[config.mk]
export PLATFORM = sky130hd
export DESIGN_NAME = adcs_sequencer
export DESIGN_NICKNAME = d
export VERILOG_FILES = /design/src/design/adcs_pkg.sv /design/src/design/adcs_sequencer.sv /design/src/design/adcs_tick_gen.sv
export SDC_FILE = /design/constraint.sdc
export NUM_CORES = 1
export LEC_CHECK = 0
export ABC_CLOCK_PERIOD_IN_PS = 2500
export BUFFER_PORTS_ARGS = -buffer_cell sky130_fd_sc_hd__buf_2
export CAP_MARGIN = 30
export CELL_PAD_IN_SITES_DETAIL_PLACEMENT = 0
export CELL_PAD_IN_SITES_GLOBAL_PLACEMENT = 1
export CORE_ASPECT_RATIO = 1.2
export CORE_MARGIN = 3
export CORE_UTILIZATION = 25
export CTS_BUF_LIST = sky130_fd_sc_hd__clkbuf_8
export DETAILED_ROUTE_END_ITERATION = 16
export PLACE_DENSITY_LB_ADDON = 0.1
export SLEW_MARGIN = 20
export SYNTH_ARGS = -nofsm -noshare
export SYNTH_HDL_FRONTEND = slang
export SYNTH_SLANG_ARGS = --single-unit
[constraint.sdc]
create_clock -name core_clk_i -period 2.5 [get_ports core_clk_i]
set_input_delay 0 -clock core_clk_i [delete_from_list [all_inputs] [get_ports core_clk_i]]
set_output_delay 0 -clock core_clk_i [all_outputs]
set_load 0.005 [all_outputs]
[src/design/adcs_pkg.sv]
// Purpose: shared constants for the conversion sequencer
// Assumes: core clock 25 MHz, period 40 ns
// Notes: clock select codes map to oscillator periods per bit period
package adcs_pkg;
  localparam int CLK_PERIOD_NS = 40;
  // bit periods per conversion and per post-conversion wait
  localparam logic [3:0] CONV_BIT_PERIODS = 4'hc;
  localparam logic [3:0] WAIT_BIT_PERIODS = 4'h2;
  localparam int RESULT_BITS = 10;
  // clock select encodings
  localparam logic [2:0] SEL_DIV2 = 3'h0;
  localparam logic [2:0] SEL_DIV8 = 3'h1;
  localparam logic [2:0] SEL_DIV32 = 3'h2;
  localparam logic [2:0] SEL_DIV4 = 3'h4;
  localparam logic [2:0] SEL_DIV16 = 3'h5;
  localparam logic [2:0] SEL_DIV64 = 3'h6;
  // half-period counts (oscillator periods per bit period / 2, minus one)
  localparam logic [5:0] DIV2_LAST = 6'h00;
  localparam logic [5:0] DIV4_LAST = 6'h01;
  localparam logic [5:0] DIV8_LAST = 6'h03;
  localparam logic [5:0] DIV16_LAST = 6'h07;
  localparam logic [5:0] DIV32_LAST = 6'h0f;
  localparam logic [5:0] DIV64_LAST = 6'h1f;
  // reset values
  localparam logic [9:0] RESULT_RST = 10'h000;
  localparam logic [7:0] PORT_RST = 8'h00;
  typedef enum logic [1:0] {
    ST_OFF = 2'b00,
    ST_ACQ = 2'b01,
    ST_CONV = 2'b10,
    ST_WAIT = 2'b11
  } adcs_state_e;
endpackage

[src/design/adcs_sequencer.sv]
// Purpose: successive-approximation converter control sequencer
// Assumes: core clock equals two oscillator periods; comparator is external
// Notes: on/select/channel are software level inputs; go set/clear are pulses
`timescale 1ns/1ns
module adcs_sequencer (
  input wire logic core_clk_i,
  input wire logic rst_i,
  input wire logic converter_on_bit_i,
  input wire logic go_set_i,
  input wire logic go_clear_i,
  input wire logic [2:0] conv_clock_select_i,
  input wire logic result_justify_bit_i,
  input wire logic [3:0] channel_select_i,
  input wire logic rc_osc_i,
  input wire logic cmp_i,
  input wire logic result_wr_high_i,
  input wire logic result_wr_low_i,
  input wire logic [7:0] result_wr_data_i,
  input wire logic [7:0] port_pins_i,
  input wire logic [7:0] analog_mask_i,
  input wire logic done_flag_clear_i,
  output logic go_flag_o,
  output logic conversion_done_flag_o,
  output logic sampling_o,
  output logic [9:0] dac_code_o,
  output logic [7:0] result_high_byte_o,
  output logic [7:0] result_low_byte_o,
  output logic [7:0] port_read_o
);
  import adcs_pkg::*;
  adcs_state_e state_r;
  logic [3:0] bitcnt_r;
  logic [9:0] sar_r;
  logic rc_meta_r;
  logic rc_sync_r;
  logic cmp_meta_r;
  logic cmp_sync_r;
  logic [7:0] pin_meta_r;
  logic [7:0] pin_sync_r;
  logic tick;
  logic restart_r;
  logic run;
  logic [9:0] final_val;

  // pins and the rc oscillator come from outside the clock domain
  always_ff @(posedge core_clk_i) begin
    if (rst_i) begin
      rc_meta_r <= 1'b0;
      rc_sync_r <= 1'b0;
      cmp_meta_r <= 1'b0;
      cmp_sync_r <= 1'b0;
      pin_meta_r <= PORT_RST;
      pin_sync_r <= PORT_RST;
    end else begin
      rc_meta_r <= rc_osc_i;
      rc_sync_r <= rc_meta_r;
      cmp_meta_r <= cmp_i;
      cmp_sync_r <= cmp_meta_r;
      pin_meta_r <= port_pins_i;
      pin_sync_r <= pin_meta_r;
    end
  end

  // an abort holds the divider clear for one cycle, so the wait is two whole bit periods
  assign run = ((state_r == ST_CONV) || (state_r == ST_WAIT)) && !restart_r;

  // marks the cycle after an abort; a tick still in flight then is stale
  always_ff @(posedge core_clk_i) begin
    if (rst_i) begin
      restart_r <= 1'b0;
    end else begin
      restart_r <= converter_on_bit_i && (state_r == ST_CONV) && go_clear_i;
    end
  end

  adcs_tick_gen u_tick (
    .core_clk_i(core_clk_i),
    .rst_i(rst_i),
    .run_i(run),
    .sel_i(conv_clock_select_i),
    .rc_tick_i(rc_sync_r),
    .tick_o(tick)
  );

  // last trial bit decided in bit period 10; period 11 only settles
  assign final_val = {sar_r[9:1], cmp_sync_r};

  // main sequence; an abort clears go and never touches the result
  always_ff @(posedge core_clk_i) begin
    if (rst_i) begin
      state_r <= ST_OFF;
      go_flag_o <= 1'b0;
      bitcnt_r <= 4'h0;
    end else if (!converter_on_bit_i) begin
      state_r <= ST_OFF;
      go_flag_o <= 1'b0;
      bitcnt_r <= 4'h0;
    end else begin
      case (state_r)
        ST_OFF: begin
          state_r <= ST_ACQ;
        end
        ST_ACQ: begin
          // go only acts with the converter on; the channel has no say here
          if (go_set_i) begin
            state_r <= ST_CONV;
            go_flag_o <= 1'b1;
            bitcnt_r <= 4'h0;
          end
        end
        ST_CONV: begin
          if (go_clear_i) begin
            state_r <= ST_WAIT;
            go_flag_o <= 1'b0;
            bitcnt_r <= 4'h0;
          end else if (tick) begin
            if (bitcnt_r == CONV_BIT_PERIODS - 4'h1) begin
              state_r <= ST_WAIT;
              go_flag_o <= 1'b0;
              bitcnt_r <= 4'h0;
            end else begin
              bitcnt_r <= bitcnt_r + 4'h1;
            end
          end
        end
        ST_WAIT: begin
          if (tick && !restart_r) begin
            if (bitcnt_r == WAIT_BIT_PERIODS - 4'h1) begin
              state_r <= ST_ACQ;
              bitcnt_r <= 4'h0;
            end else begin
              bitcnt_r <= bitcnt_r + 4'h1;
            end
          end
        end
        default: begin
          state_r <= ST_OFF;
          go_flag_o <= 1'b0;
        end
      endcase
    end
  end

  // hold capacitor tracks the pin only while acquiring
  always_ff @(posedge core_clk_i) begin
    if (rst_i) begin
      sampling_o <= 1'b0;
    end else begin
      sampling_o <= (state_r == ST_ACQ) && converter_on_bit_i && !go_set_i;
    end
  end

  // successive approximation: bit periods 1..10 resolve bits 9..0, 0 and 11 settle
  always_ff @(posedge core_clk_i) begin
    if (rst_i) begin
      sar_r <= RESULT_RST;
      dac_code_o <= RESULT_RST;
    end else if (state_r == ST_ACQ && go_set_i) begin
      sar_r <= 10'h200;
      dac_code_o <= 10'h200;
    end else if (state_r == ST_CONV && tick && bitcnt_r >= 4'h1 && bitcnt_r <= 4'ha) begin
      // the pin level is whatever is driven, digital output or analog
      sar_r <= sar_r;
      if (bitcnt_r != 4'ha) begin
        sar_r[4'ha - bitcnt_r] <= cmp_sync_r;
        sar_r[4'h9 - bitcnt_r] <= 1'b1;
        dac_code_o <= (sar_r & ~(10'h001 << (4'ha - bitcnt_r))) |
                      ({9'h000, cmp_sync_r} << (4'ha - bitcnt_r)) |
                      (10'h001 << (4'h9 - bitcnt_r));
      end else begin
        sar_r <= final_val;
        dac_code_o <= final_val;
      end
    end
  end

  // result bytes change only on completion or a software write
  always_ff @(posedge core_clk_i) begin
    if (rst_i) begin
      result_high_byte_o <= 8'h00;
      result_low_byte_o <= 8'h00;
    end else if (converter_on_bit_i && state_r == ST_CONV && tick && !go_clear_i &&
                 bitcnt_r == CONV_BIT_PERIODS - 4'h1) begin
      if (result_justify_bit_i) begin
        result_high_byte_o <= {6'h00, sar_r[9:8]};
        result_low_byte_o <= sar_r[7:0];
      end else begin
        result_high_byte_o <= sar_r[9:2];
        result_low_byte_o <= {sar_r[1:0], 6'h00};
      end
    end else begin
      if (result_wr_high_i) begin
        result_high_byte_o <= result_wr_data_i;
      end
      if (result_wr_low_i) begin
        result_low_byte_o <= result_wr_data_i;
      end
    end
  end

  // done flag: hardware set wins over a software clear in the same cycle
  always_ff @(posedge core_clk_i) begin
    if (rst_i) begin
      conversion_done_flag_o <= 1'b0;
    end else if (converter_on_bit_i && state_r == ST_CONV && tick && !go_clear_i &&
                 bitcnt_r == CONV_BIT_PERIODS - 4'h1) begin
      conversion_done_flag_o <= 1'b1;
    end else if (done_flag_clear_i) begin
      conversion_done_flag_o <= 1'b0;
    end
  end

  // analog pins read low regardless of their level
  always_ff @(posedge core_clk_i) begin
    if (rst_i) begin
      port_read_o <= PORT_RST;
    end else begin
      port_read_o <= pin_sync_r & ~analog_mask_i;
    end
  end
endmodule

[src/design/adcs_tick_gen.sv]
// Purpose: bit period tick generator
// Assumes: rc_tick_i already synchronous
// Notes: tick_o pulses once per bit period
`timescale 1ns/1ns
module adcs_tick_gen (
  input wire logic core_clk_i,
  input wire logic rst_i,
  input wire logic run_i,
  input wire logic [2:0] sel_i,
  input wire logic rc_tick_i,
  output logic tick_o
);
  import adcs_pkg::*;
  logic [5:0] cnt_r;
  logic [5:0] last;
  logic phase_r;

  // one core clock stands for two oscillator periods, so the count halves the ratio
  always_comb begin
    case (sel_i)
      SEL_DIV2: last = DIV2_LAST;
      SEL_DIV4: last = DIV4_LAST;
      SEL_DIV8: last = DIV8_LAST;
      SEL_DIV16: last = DIV16_LAST;
      SEL_DIV32: last = DIV32_LAST;
      SEL_DIV64: last = DIV64_LAST;
      default: last = DIV2_LAST;
    endcase
  end

  // divider restarts whenever idle so every bit period is whole
  always_ff @(posedge core_clk_i) begin
    if (rst_i) begin
      cnt_r <= 6'h00;
      tick_o <= 1'b0;
      phase_r <= 1'b0;
    end else if (!run_i) begin
      cnt_r <= 6'h00;
      tick_o <= 1'b0;
      // track the rc level while idle so a high rc gives no false first edge
      phase_r <= rc_tick_i;
    end else if (sel_i[1:0] == 2'b11) begin
      phase_r <= rc_tick_i;
      tick_o <= rc_tick_i && !phase_r;
    end else if (cnt_r >= last) begin
      cnt_r <= 6'h00;
      tick_o <= 1'b1;
    end else begin
      cnt_r <= cnt_r + 6'h01;
      tick_o <= 1'b0;
    end
  end
endmodule

# Yosys cells after proc, flatten, opt, wreduce, memory -nomap -nowiden
# Index checks and enable logic that the tools add are counted.
[totals]
regBits = 82
out_inout_bits = 37
[op_classes]
add_sub_neg = 4
magnitude_cmp = 7
n_eq_ne = 18
shifts = 3
n_mux = 44
n_bitwise = 9
n_reduce_logical = 37
[ops]
columns = ["op", "count"]
rows = [
  ["two-way mux 10 bit", 6],
  ["two-way mux 8 bit", 6],
  ["OR 10 bit", 3],
  ["case mux 5 bit (5 select lines)", 1],
  ["two-way mux 4 bit", 6],
  ["<< shifter 1 x 4 -> 10 bit (first input constant)", 2],
  ["logical AND 1 bit", 16],
  ["greater-or-equal comparator 4 x 1 -> 1 bit (second input constant)", 3],
  ["two-way mux 1 bit", 12],
  ["two-way mux 2 bit", 6],
  ["case mux 4 bit (3 select lines)", 1],
  ["nonzero test 2 bit", 6],
  ["bitwise AND 10 bit", 1],
  ["bitwise mux 10 bit", 1],
  ["< comparator 4 x 5 -> 1 bit (second input constant)", 2],
  ["inverter 10 bit", 1],
  ["<< shifter 1 x 4 -> 10 bit", 1],
  ["== test 3 bit (second input constant)", 3],
  ["bitwise AND 8 bit", 1],
  ["demux 1 bit (select 4 bit)", 2],
  ["inverter 8 bit", 1],
  ["case mux 2 bit (4 select lines)", 1],
  ["AND reduction 4 bit", 2],
  ["subtractor 4 bit (first input constant)", 2],
  ["other kinds (24)", 36],
]

# Depth between registers and ports, before layout
# Gate-level depths: netlist (run 1).
[depth]
ltp_word = 10
mapped_depth = 10
depth_no_buf = 10

# By module
# A second synthesis (run 1) with hierarchy kept.
[unflattened]
hier_cells = 457
area_unflattened_um2 = 3977.6
[modules_own_cells]
columns = ["mod", "instances", "cells_per_inst", "area_per_inst_um2"]
rows = [
  ["adcs_sequencer", 1, 397, 3453.3],
  ["adcs_tick_gen", 1, 60, 524.3],
]

# Worst setup path before layout (run 1)
# OpenSTA, ideal clock, no wires.
[synth_path]
kind = "register to register"
startpoint = "register bitcnt_r[2]"
endpoint = "register dac_code_o[7]"
t_arrival_ns = 1.926
required_ns = 2.365
path_slack_ns = 0.440
stages_incl_launch_ff = 10
n_path_buf = 2
synth_period_minus_slack_ns = 2.060
cell_sequence = "dfxtp_1 > buf_2 > inv_1 > ha_1 > nor3b_1 > a2111oi_4 > buf_6 > nand2_2 > a221oi_2 > a211oi_1"
[synth_via]
elab_chain_len = 7
word_cells_on_any_way = 15
classes_between = "2 x add/sub; 2 x order compare; 1 x eq/ne; 3 x shift; 1 x mux; 4 x bitwise; 2 x reduce/logical"
[synth_lines]
columns = ["item", "line_no", "rtl"]
rows = [
  ["start, declared", "adcs_sequencer.sv:32", "logic [3:0] bitcnt_r;"],
  ["start signal, assigned", "adcs_sequencer.sv:122", "bitcnt_r <= bitcnt_r + 4'h1;"],
  ["start signal, assigned", "adcs_sequencer.sv:132", "bitcnt_r <= bitcnt_r + 4'h1;"],
  ["subtractor 4 bit", "adcs_sequencer.sv:167, adcs_sequencer.sv:168", ""],
  ["<< shifter 1 x 4 -> 10 bit", "adcs_sequencer.sv:167", "dac_code_o <= (sar_r & ~(10'h001 << (4'ha - bitcnt_r))) |"],
  ["inverter 10 bit", "adcs_sequencer.sv:167", ""],
  ["bitwise AND 10 bit", "adcs_sequencer.sv:167", ""],
  ["OR 10 bit", "adcs_sequencer.sv:167", ""],
  ["OR 10 bit", "adcs_sequencer.sv:168", "({9'h000, cmp_sync_r} << (4'ha - bitcnt_r)) |"],
  ["two-way mux 10 bit", "adcs_sequencer.sv:164", "if (bitcnt_r != 4'ha) begin"],
  ["end signal, assigned", "adcs_sequencer.sv:167", ""],
  ["end signal, assigned", "adcs_sequencer.sv:172", "dac_code_o <= final_val;"],
  ["end, declared", "adcs_sequencer.sv:25", "output logic [9:0] dac_code_o,"],
]
# Several ways; a longest one is shown, not always the timed one.
# A chain may end at the register's enable or synchronous reset.

# Worst setup path in the final report (run 1)
[layout_path]
startpoint = "register bitcnt_r[1]"
endpoint = "register dac_code_o[9]"
[layout_via]
elab_chain_len = 9
word_cells_on_any_way = 18
classes_between = "2 x add/sub; 2 x order compare; 1 x eq/ne; 3 x shift; 3 x mux; 4 x bitwise; 3 x reduce/logical"
[layout_lines]
columns = ["item", "line_no", "rtl"]
rows = [
  ["subtractor 4 bit", "adcs_sequencer.sv:167, adcs_sequencer.sv:168", ""],
  ["<< shifter 1 x 4 -> 10 bit", "adcs_sequencer.sv:167", ""],
  ["inverter 10 bit", "adcs_sequencer.sv:167", ""],
  ["bitwise AND 10 bit", "adcs_sequencer.sv:167", ""],
  ["OR 10 bit", "adcs_sequencer.sv:167", ""],
  ["OR 10 bit", "adcs_sequencer.sv:168", ""],
  ["two-way mux 10 bit", "adcs_sequencer.sv:164", ""],
  ["two-way mux 10 bit", "adcs_sequencer.sv:161", "end else if (state_r == ST_CONV && tick && bitcnt_r >= 4'h1 && bitcnt_r <= 4'ha) begin"],
  ["two-way mux 10 bit", "adcs_sequencer.sv:158", "end else if (state_r == ST_ACQ && go_set_i) begin"],
]
# Several ways; a longest one is shown, not always the timed one. The select of a mux whose other input is x is not followed.

==> flow_summary.toml, run 1 <==
[die]
die_width_um = 124.2
coreArea_mm2 = 0.01634
start_util_pct = 25.67
dieArea_mm2 = 0.01837
die_y_um = 147.9
row_count = 51
num_io_pins = 79

[logic_synthesis]
synth_most_common_cell = "dfxtp_1"
synthCells = 461
synth_edf_count = 0
synth_seq_area_share_pct = 39.14
synth_area_leaders = "dfxtp_1 (39%), ha_1 (7.2%), mux2i_1 (6.9%)"
synth_common_cells = "dfxtp_1 (82), nor2_1 (41), nor2b_1 (32), nand2_1 (31), mux2i_1 (29)"
synth_top_area_cell = "dfxtp_1"
yosys_most_used_dff = "dfxtp_1"
netlist_area_mm2 = 0.004194
synth_top_area_share_pct = 39.14
async_flop_share_pct = 0
synth_seq_cells = 82
avgSynthCellArea_um2 = 9.098
syn_nets = 527
ys_warn_count = 0
yosysUniqueCellTypes = 59

[timing]
skew_ns = 0.009431
tns_ns = 0
post-route-period-util_pct = 87.34
timing.fmax_mhz = 458.0
drv_slew = 0
rsz0062_at_grt = "no"
relSlewSlack_pct = 65.29
setup_viol = 0
worst_slack_ns = 0.3165
hold_violations = 0
min_period_ns = 2.184
worst_pin_slew_ns = 0.5195

[worst_setup_path]
rr_worst_depth = 7
r2r_end = "dac_code_o[9]"
crit_path_max_fanout = 7
cp-start-kind = "flop"
cp_slowest_cell = "dfxtp_1"
reg2reg_slack_ns = 0.32
critPathCaptureType = "flop"
path_delay_family = "compound AO/OA/AOI/OAI gates"
path_cells = "inv_1, ha_1, buf_4, xnor2_1, nor2_1, a221oi_1, a2111oi_2"
crit_type = "flop to flop"
r2r_start = "bitcnt_r[1]"
cp.arrival_ns = 2.41
worst-path-buf-inv = 2
max_stage_delay_ns = 0.49
crit_start = "bitcnt_r[1]"
required_ns = 2.73

[placement]
place_congestion = 0.7925
io_buffer_count = 74
dp_worst_setup_slack_ns = 0.3181
dp_hpwl_mm = 8.626
post_dp_cell_area_mm2 = 0.004848

[finish]
final_net_count = 631
final_util_pct = 32.90
diodes = 0
area_growth_pct = 28.16
finalInstanceArea_mm2 = 0.005375
drive_above_1_share_pct = 22.98

[cts]
clock_path_buffers = 2
post-cts-setup-buffers = 0
cts-buffers-inserted = 9
cts_resized = 0
post_cts_hold_buffer_count = 30
cts_tree = "done"
htree_num_levels = 3
cts-root-buf = "clkbuf_8"
clk_pin_slew_worst_paths_ns = 0.09
clk_latency_ns = 0.37
clkSinkCount = 82

[global_routing]
grt_pass1_vias = 3518
grt_max_degree = 44
track_usage_pct = 12.86
antenna_found_initial = 0
overflow = 0
grt_pass1_wl_mm = 18.92

[detailed_routing]
vias = 3650
routed_wirelength_mm = 11.87
wl_per_cell_um = 15.18
drc = 0
vias_per_cell = 4.668
dr.pass1.iters = 4
drt_iter0_drc = 155
ant_nets = 0

[pwr]
p_leak_nw = 2.175
power_density_mw_per_mm2 = 516.9
power.total_mw = 2.778
max-vdd-ir-drop_mv = 0.2207

[status]
status = "complete, no violations"

[flow_run]
maxCapViolCount = 0

[min_path]
hold_class = "input port to flop"
holdPathEnd = "result_low_byte_o[7]"
min_from = "result_wr_data_i[7]"
min_path_cells = 3
==> flip-flops by register name, indices dropped and copies added, names as in the netlist, 2 cells and up <==
name,flops
pin_sync_r,8
u_tick.cnt_r,6
bitcnt_r,4
result_high_byte_o,8
dac_code_o,10
port_read_o,8
pin_meta_r,8
result_low_byte_o,8
state_r,2
sar_r,10
==> report_power, final <==
group	switching, mW	internal [mW]
Sequential	0.0201	1.34
Clock	0.530	0.594
Combinational	0.147	0.144
==> cell usage in the layout (no fill, tap or decap), types with 14 or more instances in the layout <==
master and count:
a211oi_1 17, buf_2 74, buf_4 14, a31oi_1 22
nor2b_1 32, ha_1 24, nand3_1 18, mux2i_1 29
inv_1 17, dfxtp_1 82, nand2_1 31, nor2_1 41
dlygate4sd3_1 30, a21oi_1 20
==> final cells by class <==
cell class | count | area, µm²
inverters | 16 | 60.06
well taps | 212 | 265.3
clock inverters | 6 | 88.84
repair buffers | 121 | 835.8
clock buffers | 10 | 137.6
fillers | 1765 | 10960
flip-flops and latches | 82 | 1642
multi-input cells | 335 | 2346
==> cells by family (layout without fill, tap and decap cells) <==
group | Yosys count | count (layout) | synth area share, %
simple gates | 175 | 175 | 22.14
compound gates | 103 | 103 | 18.88
flops | 82 | 82 | 39.14
buf+inv | 44 | 153 | 4.923
mux | 29 | 29 | 6.921
fa+ha+maj | 24 | 24 | 7.160
xor+xnor | 4 | 4 | 0.8355
==> tightest hold or removal path: cells and delay by family <==
family,cells,cell delay (ns)
buf+inv,1,0.09
compound gates,2,0.25
==> through the flow <==
stage	instances	hold WS, ns
final	782	0.02160
after global routing	782	0.01997
after CTS	782	0.0007095
after detailed placement	736	0.1638
after global placement	736	0.1652
after floorplan	461	0.07580
==> per-layer routing <==
layer / share of wire [%] / up-vias / GRT usage, %
li1: - / 1857 / -
met1: 47 / 1709 / 16.38
met2: 47 / 68 / 21.05
met3: 3.9 / 16 / 3.000
met4: 2.1 / 0 / 5.154
met5: 0 / - / 0
==> how the worst max path moves through the flow <==
stage / end / slack, ns / cells after the start
4_1_cts: sar_r[9] / 0.30 / 7
3_3_place_gp: sar_r[9] / 0.37 / 7
6_report: dac_code_o[9] / 0.32 / 7
2_1_floorplan: dac_code_o[7] / 0.44 / 9
5_1_grt: dac_code_o[0] / 0.09 / 9
3_5_place_dp: sar_r[9] / 0.32 / 7
(Power assumes the default switching activity.)
==> run 2, diff against run 1 <==
ABC_CLOCK_PERIOD_IN_PS = 2800   (was 2500)
HOLD_SLACK_MARGIN = 0.1   (was unset)
clock period = 2.8 ns   (was 2.5 ns; I/O delays follow)
==> run 2 against run 1 <==
Effect of this change: die area is the same; global-route usage grew 0.22 points; design area is essentially flat; combinational power shrank 9.3%; highest routed layer unchanged; setup slack lost 0.047 ns; via count shrank 0.41%; core utilization is essentially flat; sequential share of layout area is essentially flat.
==> flow_summary.toml, run 2 (synthesis gave the netlist of run 1 again) <==
[cts]
cts-buffers-inserted = 9
htree_num_levels = 3
clk_pin_slew_worst_paths_ns = 0.09
cts-root-buf = "clkbuf_8"
clock_path_buffers = 2
clk_latency_ns = 0.37
clkSinkCount = 82
cts_tree = "done"

[placement]
dp_hpwl_mm = 8.525
dp_cells = 730
dp_worst_setup_slack_ns = 0.5185
place_congestion = 0.7729
io_buffer_count = 74

[worst_setup_path]
rr_worst_depth = 8
r2r_start = "bitcnt_r[0]"
crit_path_max_fanout = 26
required_ns = 3.06
cp.arrival_ns = 2.79
crit_start = "bitcnt_r[0]"
endpoint = "result_low_byte_o[5]"
cp-start-kind = "flop"
crit_type = "flop to flop"
r2r_end = "result_low_byte_o[5]"
critPathCaptureType = "flop"
reg2reg_slack_ns = 0.27

[global_routing]
antenna_found_initial = 0
grt_max_degree = 31
track_usage_pct = 13.08
grt_pass1_vias = 3713
grt_pass1_wl_mm = 19.46
overflow = 0

[timing]
worst_pin_slew_ns = 0.7057
hold_violations = 0
post-route-period-util_pct = 90.37
timing.fmax_mhz = 395.2
min_period_ns = 2.530
tns_ns = 0
skew_ns = 0.01123
relSlewSlack_pct = 52.78
drv_slew = 0
setup_viol = 0
worst_slack_ns = 0.2697
rsz0062_at_grt = "no"

[pwr]
power_density_mw_per_mm2 = 462.5
p_leak_nw = 2.181
max-vdd-ir-drop_mv = 0.1711

[die]
die_y_um = 147.9
row_count = 51
start_util_pct = 25.67
dieArea_mm2 = 0.01837
coreArea_mm2 = 0.01634
num_io_pins = 79
die_width_um = 124.2

[detailed_routing]
drc = 0
drt_iter0_drc = 89
ant_nets = 0
dr.pass1.iters = 4
routed_wirelength_mm = 11.81
vias_per_cell = 4.636
wl_per_cell_um = 15.07
vias = 3635

[status]
status = "complete, no violations"

[min_path]
hold_class = "input port to flop"

[finish]
diodes = 0
layoutNonFillerInstCount = 784
final_net_count = 633
layout_common_cells = "dfxtp_1 (82), buf_2 (74), nor2_1 (41), dlygate4sd3_1 (38), nor2b_1 (32)"
reg_top3 = "dac_code_o x10, sar_r x10"
drive_above_1_share_pct = 21.85
final_common_cell = "dfxtp_1"
area_growth_pct = 28.10
num-fill-cells = 1786

[flow_run]
maxCapViolCount = 0
## run 2: cell types whose count changed in the layout (fill, tap and decap cells not counted), sizes merged
cell	previous run	this run
dlygate4sd3	30	38
buf	91	85
## run 2: repair_timing
item	in CTS	in global routing
resized for setup	0	0
buffers inserted	0	0
hold buffers	38	0
endpoints found under the hold margin	44	0
## run 2: worst min-delay path by stage
stage               depth (start not counted)  slack, ns        startpoint                    end
finish                                      3       0.14  result_wr_high_i  result_high_byte_o[1]
global route                                3       0.15  result_wr_high_i  result_high_byte_o[1]
floorplan                                   1       0.08  analog_mask_i[7]         port_read_o[7]
detailed placement                          2       0.17  analog_mask_i[4]         port_read_o[4]
CTS                                         3       0.13  result_wr_high_i  result_high_byte_o[1]
global placement                            2       0.17  analog_mask_i[2]         port_read_o[2]
## run 2: final cells by class
type / count / area, µm² / area share (%)
Clock buffer: 10 / 137.6 / 2.562
Clock inverter: 6 / 88.84 / 1.653
Inverter: 16 / 60.06 / 1.118
Multi-Input combinational cell: 335 / 2346 / 43.67
Sequential cell: 82 / 1642 / 30.55
Tap cell: 212 / 265.3 / 4.937
Timing Repair Buffer: 123 / 833.3 / 15.51
## run 2: worst max-delay path: stages (launching register included)
cell and delay, ns:
dfxtp_1 0.56, ha_1 0.34, and4b_1 0.24, and3_1 0.16
buf_4 0.28, nor2_1 0.09, a31oi_1 0.14, nor2_1 0.05
dlygate4sd3_1 0.57
## run 2: report_power, final
group | internal [mW] | leakage (nW) | switching, mW | total, mW
clock | 0.530 | 0.115 | 0.473 | 1.00
combinational | 0.132 | 1.40 | 0.132 | 0.264
sequential | 1.20 | 0.669 | 0.0177 | 1.22
total | 1.86 | 2.18 | 0.623 | 2.48
## run 2: per-stage QoR
stage	power, mW	utilization (%)	hold WS [ns]	cell area (µm²)
after floorplan	1.385	-	0.07580	4194
after global placement	1.471	29.17	0.1660	4766
after detailed placement	1.473	29.17	0.1650	4766
after CTS	2.532	32.89	0.1296	5373
after global routing	2.616	32.89	0.1476	5373
final	2.485	32.89	0.1435	5373
## run 2: metal layers
layer  track usage, %  vias up  wire length, µm
li1                 -     1867                -
met1            16.12     1686             5529
met2            22.27       64             5604
met3            2.855       18              402
met4            5.154        0              276
met5                0        -                0
==> run 3, diff against run 2 <==
ABC_CLOCK_PERIOD_IN_PS = 2300   (was 2800)
SLEW_MARGIN = 0   (was 20)
clock period = 2.3 ns   (was 2.8 ns; I/O delays follow)
==> run 3 against run 2 <==
Effect of this change: total power increased by 16%; die area did not move; clock power increased by 7%; first-iteration DRC count rose by 47%; non-clock buffer count is 7 higher; critical endpoint is now sar_r[8]; global-route usage about the same; flip-flop and latch count did not move; design area rose by 0.68%; critical path type unchanged; core utilization grew 0.22 points.
==> flow_summary.toml, run 3 (synthesis gave the netlist of run 1 again) <==
[finish]
layoutNonFillerInstCount = 791
final_net_count = 640
num-fill-cells = 1784
layout_common_cells = "dfxtp_1 (81), buf_2 (74), nor2_1 (41), dlygate4sd3_1 (33), nor2b_1 (32)"
diodes = 0
drive_above_1_share_pct = 23.83
reg_top3 = "dac_code_o x10, sar_r x10"
finalInstanceArea_mm2 = 0.005409
area_growth_pct = 28.97
final_common_cell = "dfxtp_1"

[status]
status = "complete, no violations"

[min_path]
hold_class = "input port to flop"
holdPathEnd = "result_high_byte_o[0]"
min_path_cells = 3
min_from = "result_wr_high_i"

[detailed_routing]
wl_per_cell_um = 14.97
dr.pass1.iters = 5
drc = 0
vias = 3699
ant_nets = 0
routed_wirelength_mm = 11.84
drt_iter0_drc = 131
vias_per_cell = 4.676

[worst_setup_path]
reg2reg_slack_ns = 0.22
r2r_end = "sar_r[8]"
required_ns = 2.53
cp.arrival_ns = 2.31
critPathCaptureType = "flop"
crit_type = "flop to flop"
crit_path_max_fanout = 8
r2r_start = "bitcnt_r[0]"
cp-start-kind = "flop"
rr_worst_depth = 8

[placement]
place_congestion = 0.7848
dp_hpwl_mm = 8.646
io_buffer_count = 74
post_dp_cell_area_mm2 = 0.004881
dp_cells = 742

[global_routing]
grt_pass1_wl_mm = 19.30
overflow = 0
grt_max_degree = 44
antenna_found_initial = 0
track_usage_pct = 13.11
grt_pass1_vias = 3686

[flow_run]
maxCapViolCount = 0

[timing]
rsz0062_at_grt = "no"
timing.fmax_mhz = 481.2
setup_viol = 0
post-route-period-util_pct = 90.36
tns_ns = 0
drv_slew = 0
min_period_ns = 2.078
hold_violations = 0
worst_pin_slew_ns = 0.4727
relSlewSlack_pct = 68.14
skew_ns = 0.008125

[cts]
cts-root-buf = "clkbuf_8"
htree_num_levels = 3
clkSinkCount = 82
clock_path_buffers = 2
cts_tree = "done"
clk_pin_slew_worst_paths_ns = 0.09
post-cts-setup-buffers = 0
clk_latency_ns = 0.37
cts-buffers-inserted = 9

[die]
dieArea_mm2 = 0.01837
num_io_pins = 79
coreArea_mm2 = 0.01634
start_util_pct = 25.67
row_count = 51
die_width_um = 124.2
die_y_um = 147.9

[pwr]
p_leak_nw = 2.196
power_density_mw_per_mm2 = 531.5
power.total_mw = 2.875
max-vdd-ir-drop_mv = 0.2170
## run 3: cell types whose count changed in the layout (fill, tap and decap cells not counted)
cell / previous run / this run
dfxtp_1: 82 / 81
inv_6: 2 / 1
dfxtp_2: 0 / 1
clkbuf_8: 10 / 9
clkinv_4: 0 / 1
ha_1: 24 / 23
clkinvlp_4: 1 / 2
buf_4: 11 / 21
inv_1: 17 / 18
bufinv_16: 2 / 1
ha_2: 0 / 1
dlygate4sd3_1: 38 / 33
buf_12: 0 / 2
## run 3: worst max-delay path, cell delays in order (launching register included)
cell and delay (ns):
dfxtp_1 0.40, inv_1 0.15, ha_1 0.31, nor2b_1 0.08, o21ai_1 0.18, nand3_1 0.15, buf_4 0.18, a221oi_1 0.32
a221oi_1 0.16
## run 3: power by group
group / internal, mW / total (mW) / switching, mW
sequential: 1.46 / 1.48 / 0.0209
combinational: 0.165 / 0.328 / 0.163
clock: 0.500 / 1.07 / 0.566
## run 3: what timing repair did
action | 4_1_cts | 5_1_grt
setup endpoints to repair | 0 | 5
endpoints found under the hold margin | 46 | 0
hold buffers | 33 | 0
resized for setup | 0 | 2
## run 3: metrics by stage
| step | utilization, % | worst slack, ns | hold WS (ns) |
|---|---|---|---|
| 2_1_floorplan | - | 0.2397 | 0.07580 |
| 3_3_place_gp | 29.88 | 0.1805 | 0.1649 |
| 5_1_grt | 33.11 | 0.05450 | 0.1154 |
| 4_1_cts | 33.09 | 0.1252 | 0.1056 |
| 6_report | 33.11 | 0.2218 | 0.1304 |
| 3_5_place_dp | 29.88 | 0.1448 | 0.1680 |
## run 3: worst max path at each step
stage           startpoint       endpoint  cells after the start
2_1_floorplan  bitcnt_r[2]  dac_code_o[7]                      9
3_3_place_gp   bitcnt_r[1]  dac_code_o[4]                      8
3_5_place_dp   bitcnt_r[1]  dac_code_o[4]                      8
4_1_cts        bitcnt_r[1]  dac_code_o[4]                      8
5_1_grt        bitcnt_r[1]  dac_code_o[5]                      8
6_report       bitcnt_r[0]       sar_r[8]                      8
## run 3: layer usage
metal  global-route usage (%)  wire (µm)  part of all wire [%]  up-vias
met1                    16.29       5406                    46     1721
met3                    2.783        520                   4.4       18
li1                         -          -                     -     1881
met4                    6.689        350                   3.0        0
met2                    21.46       5566                    47       79
met5                        0          0                     0        -
## run 3: area by class of cell
class | count | area [µm²] | area share, %
Clock buffer | 9 | 123.9 | 2.290
Timing Repair Buffer | 130 | 898.4 | 16.61
Inverter | 16 | 60.06 | 1.110
Multi-Input combinational cell | 335 | 2349 | 43.42
Sequential cell | 82 | 1643 | 30.37
Tap cell | 212 | 265.3 | 4.904
Clock inverter | 7 | 70.07 | 1.295
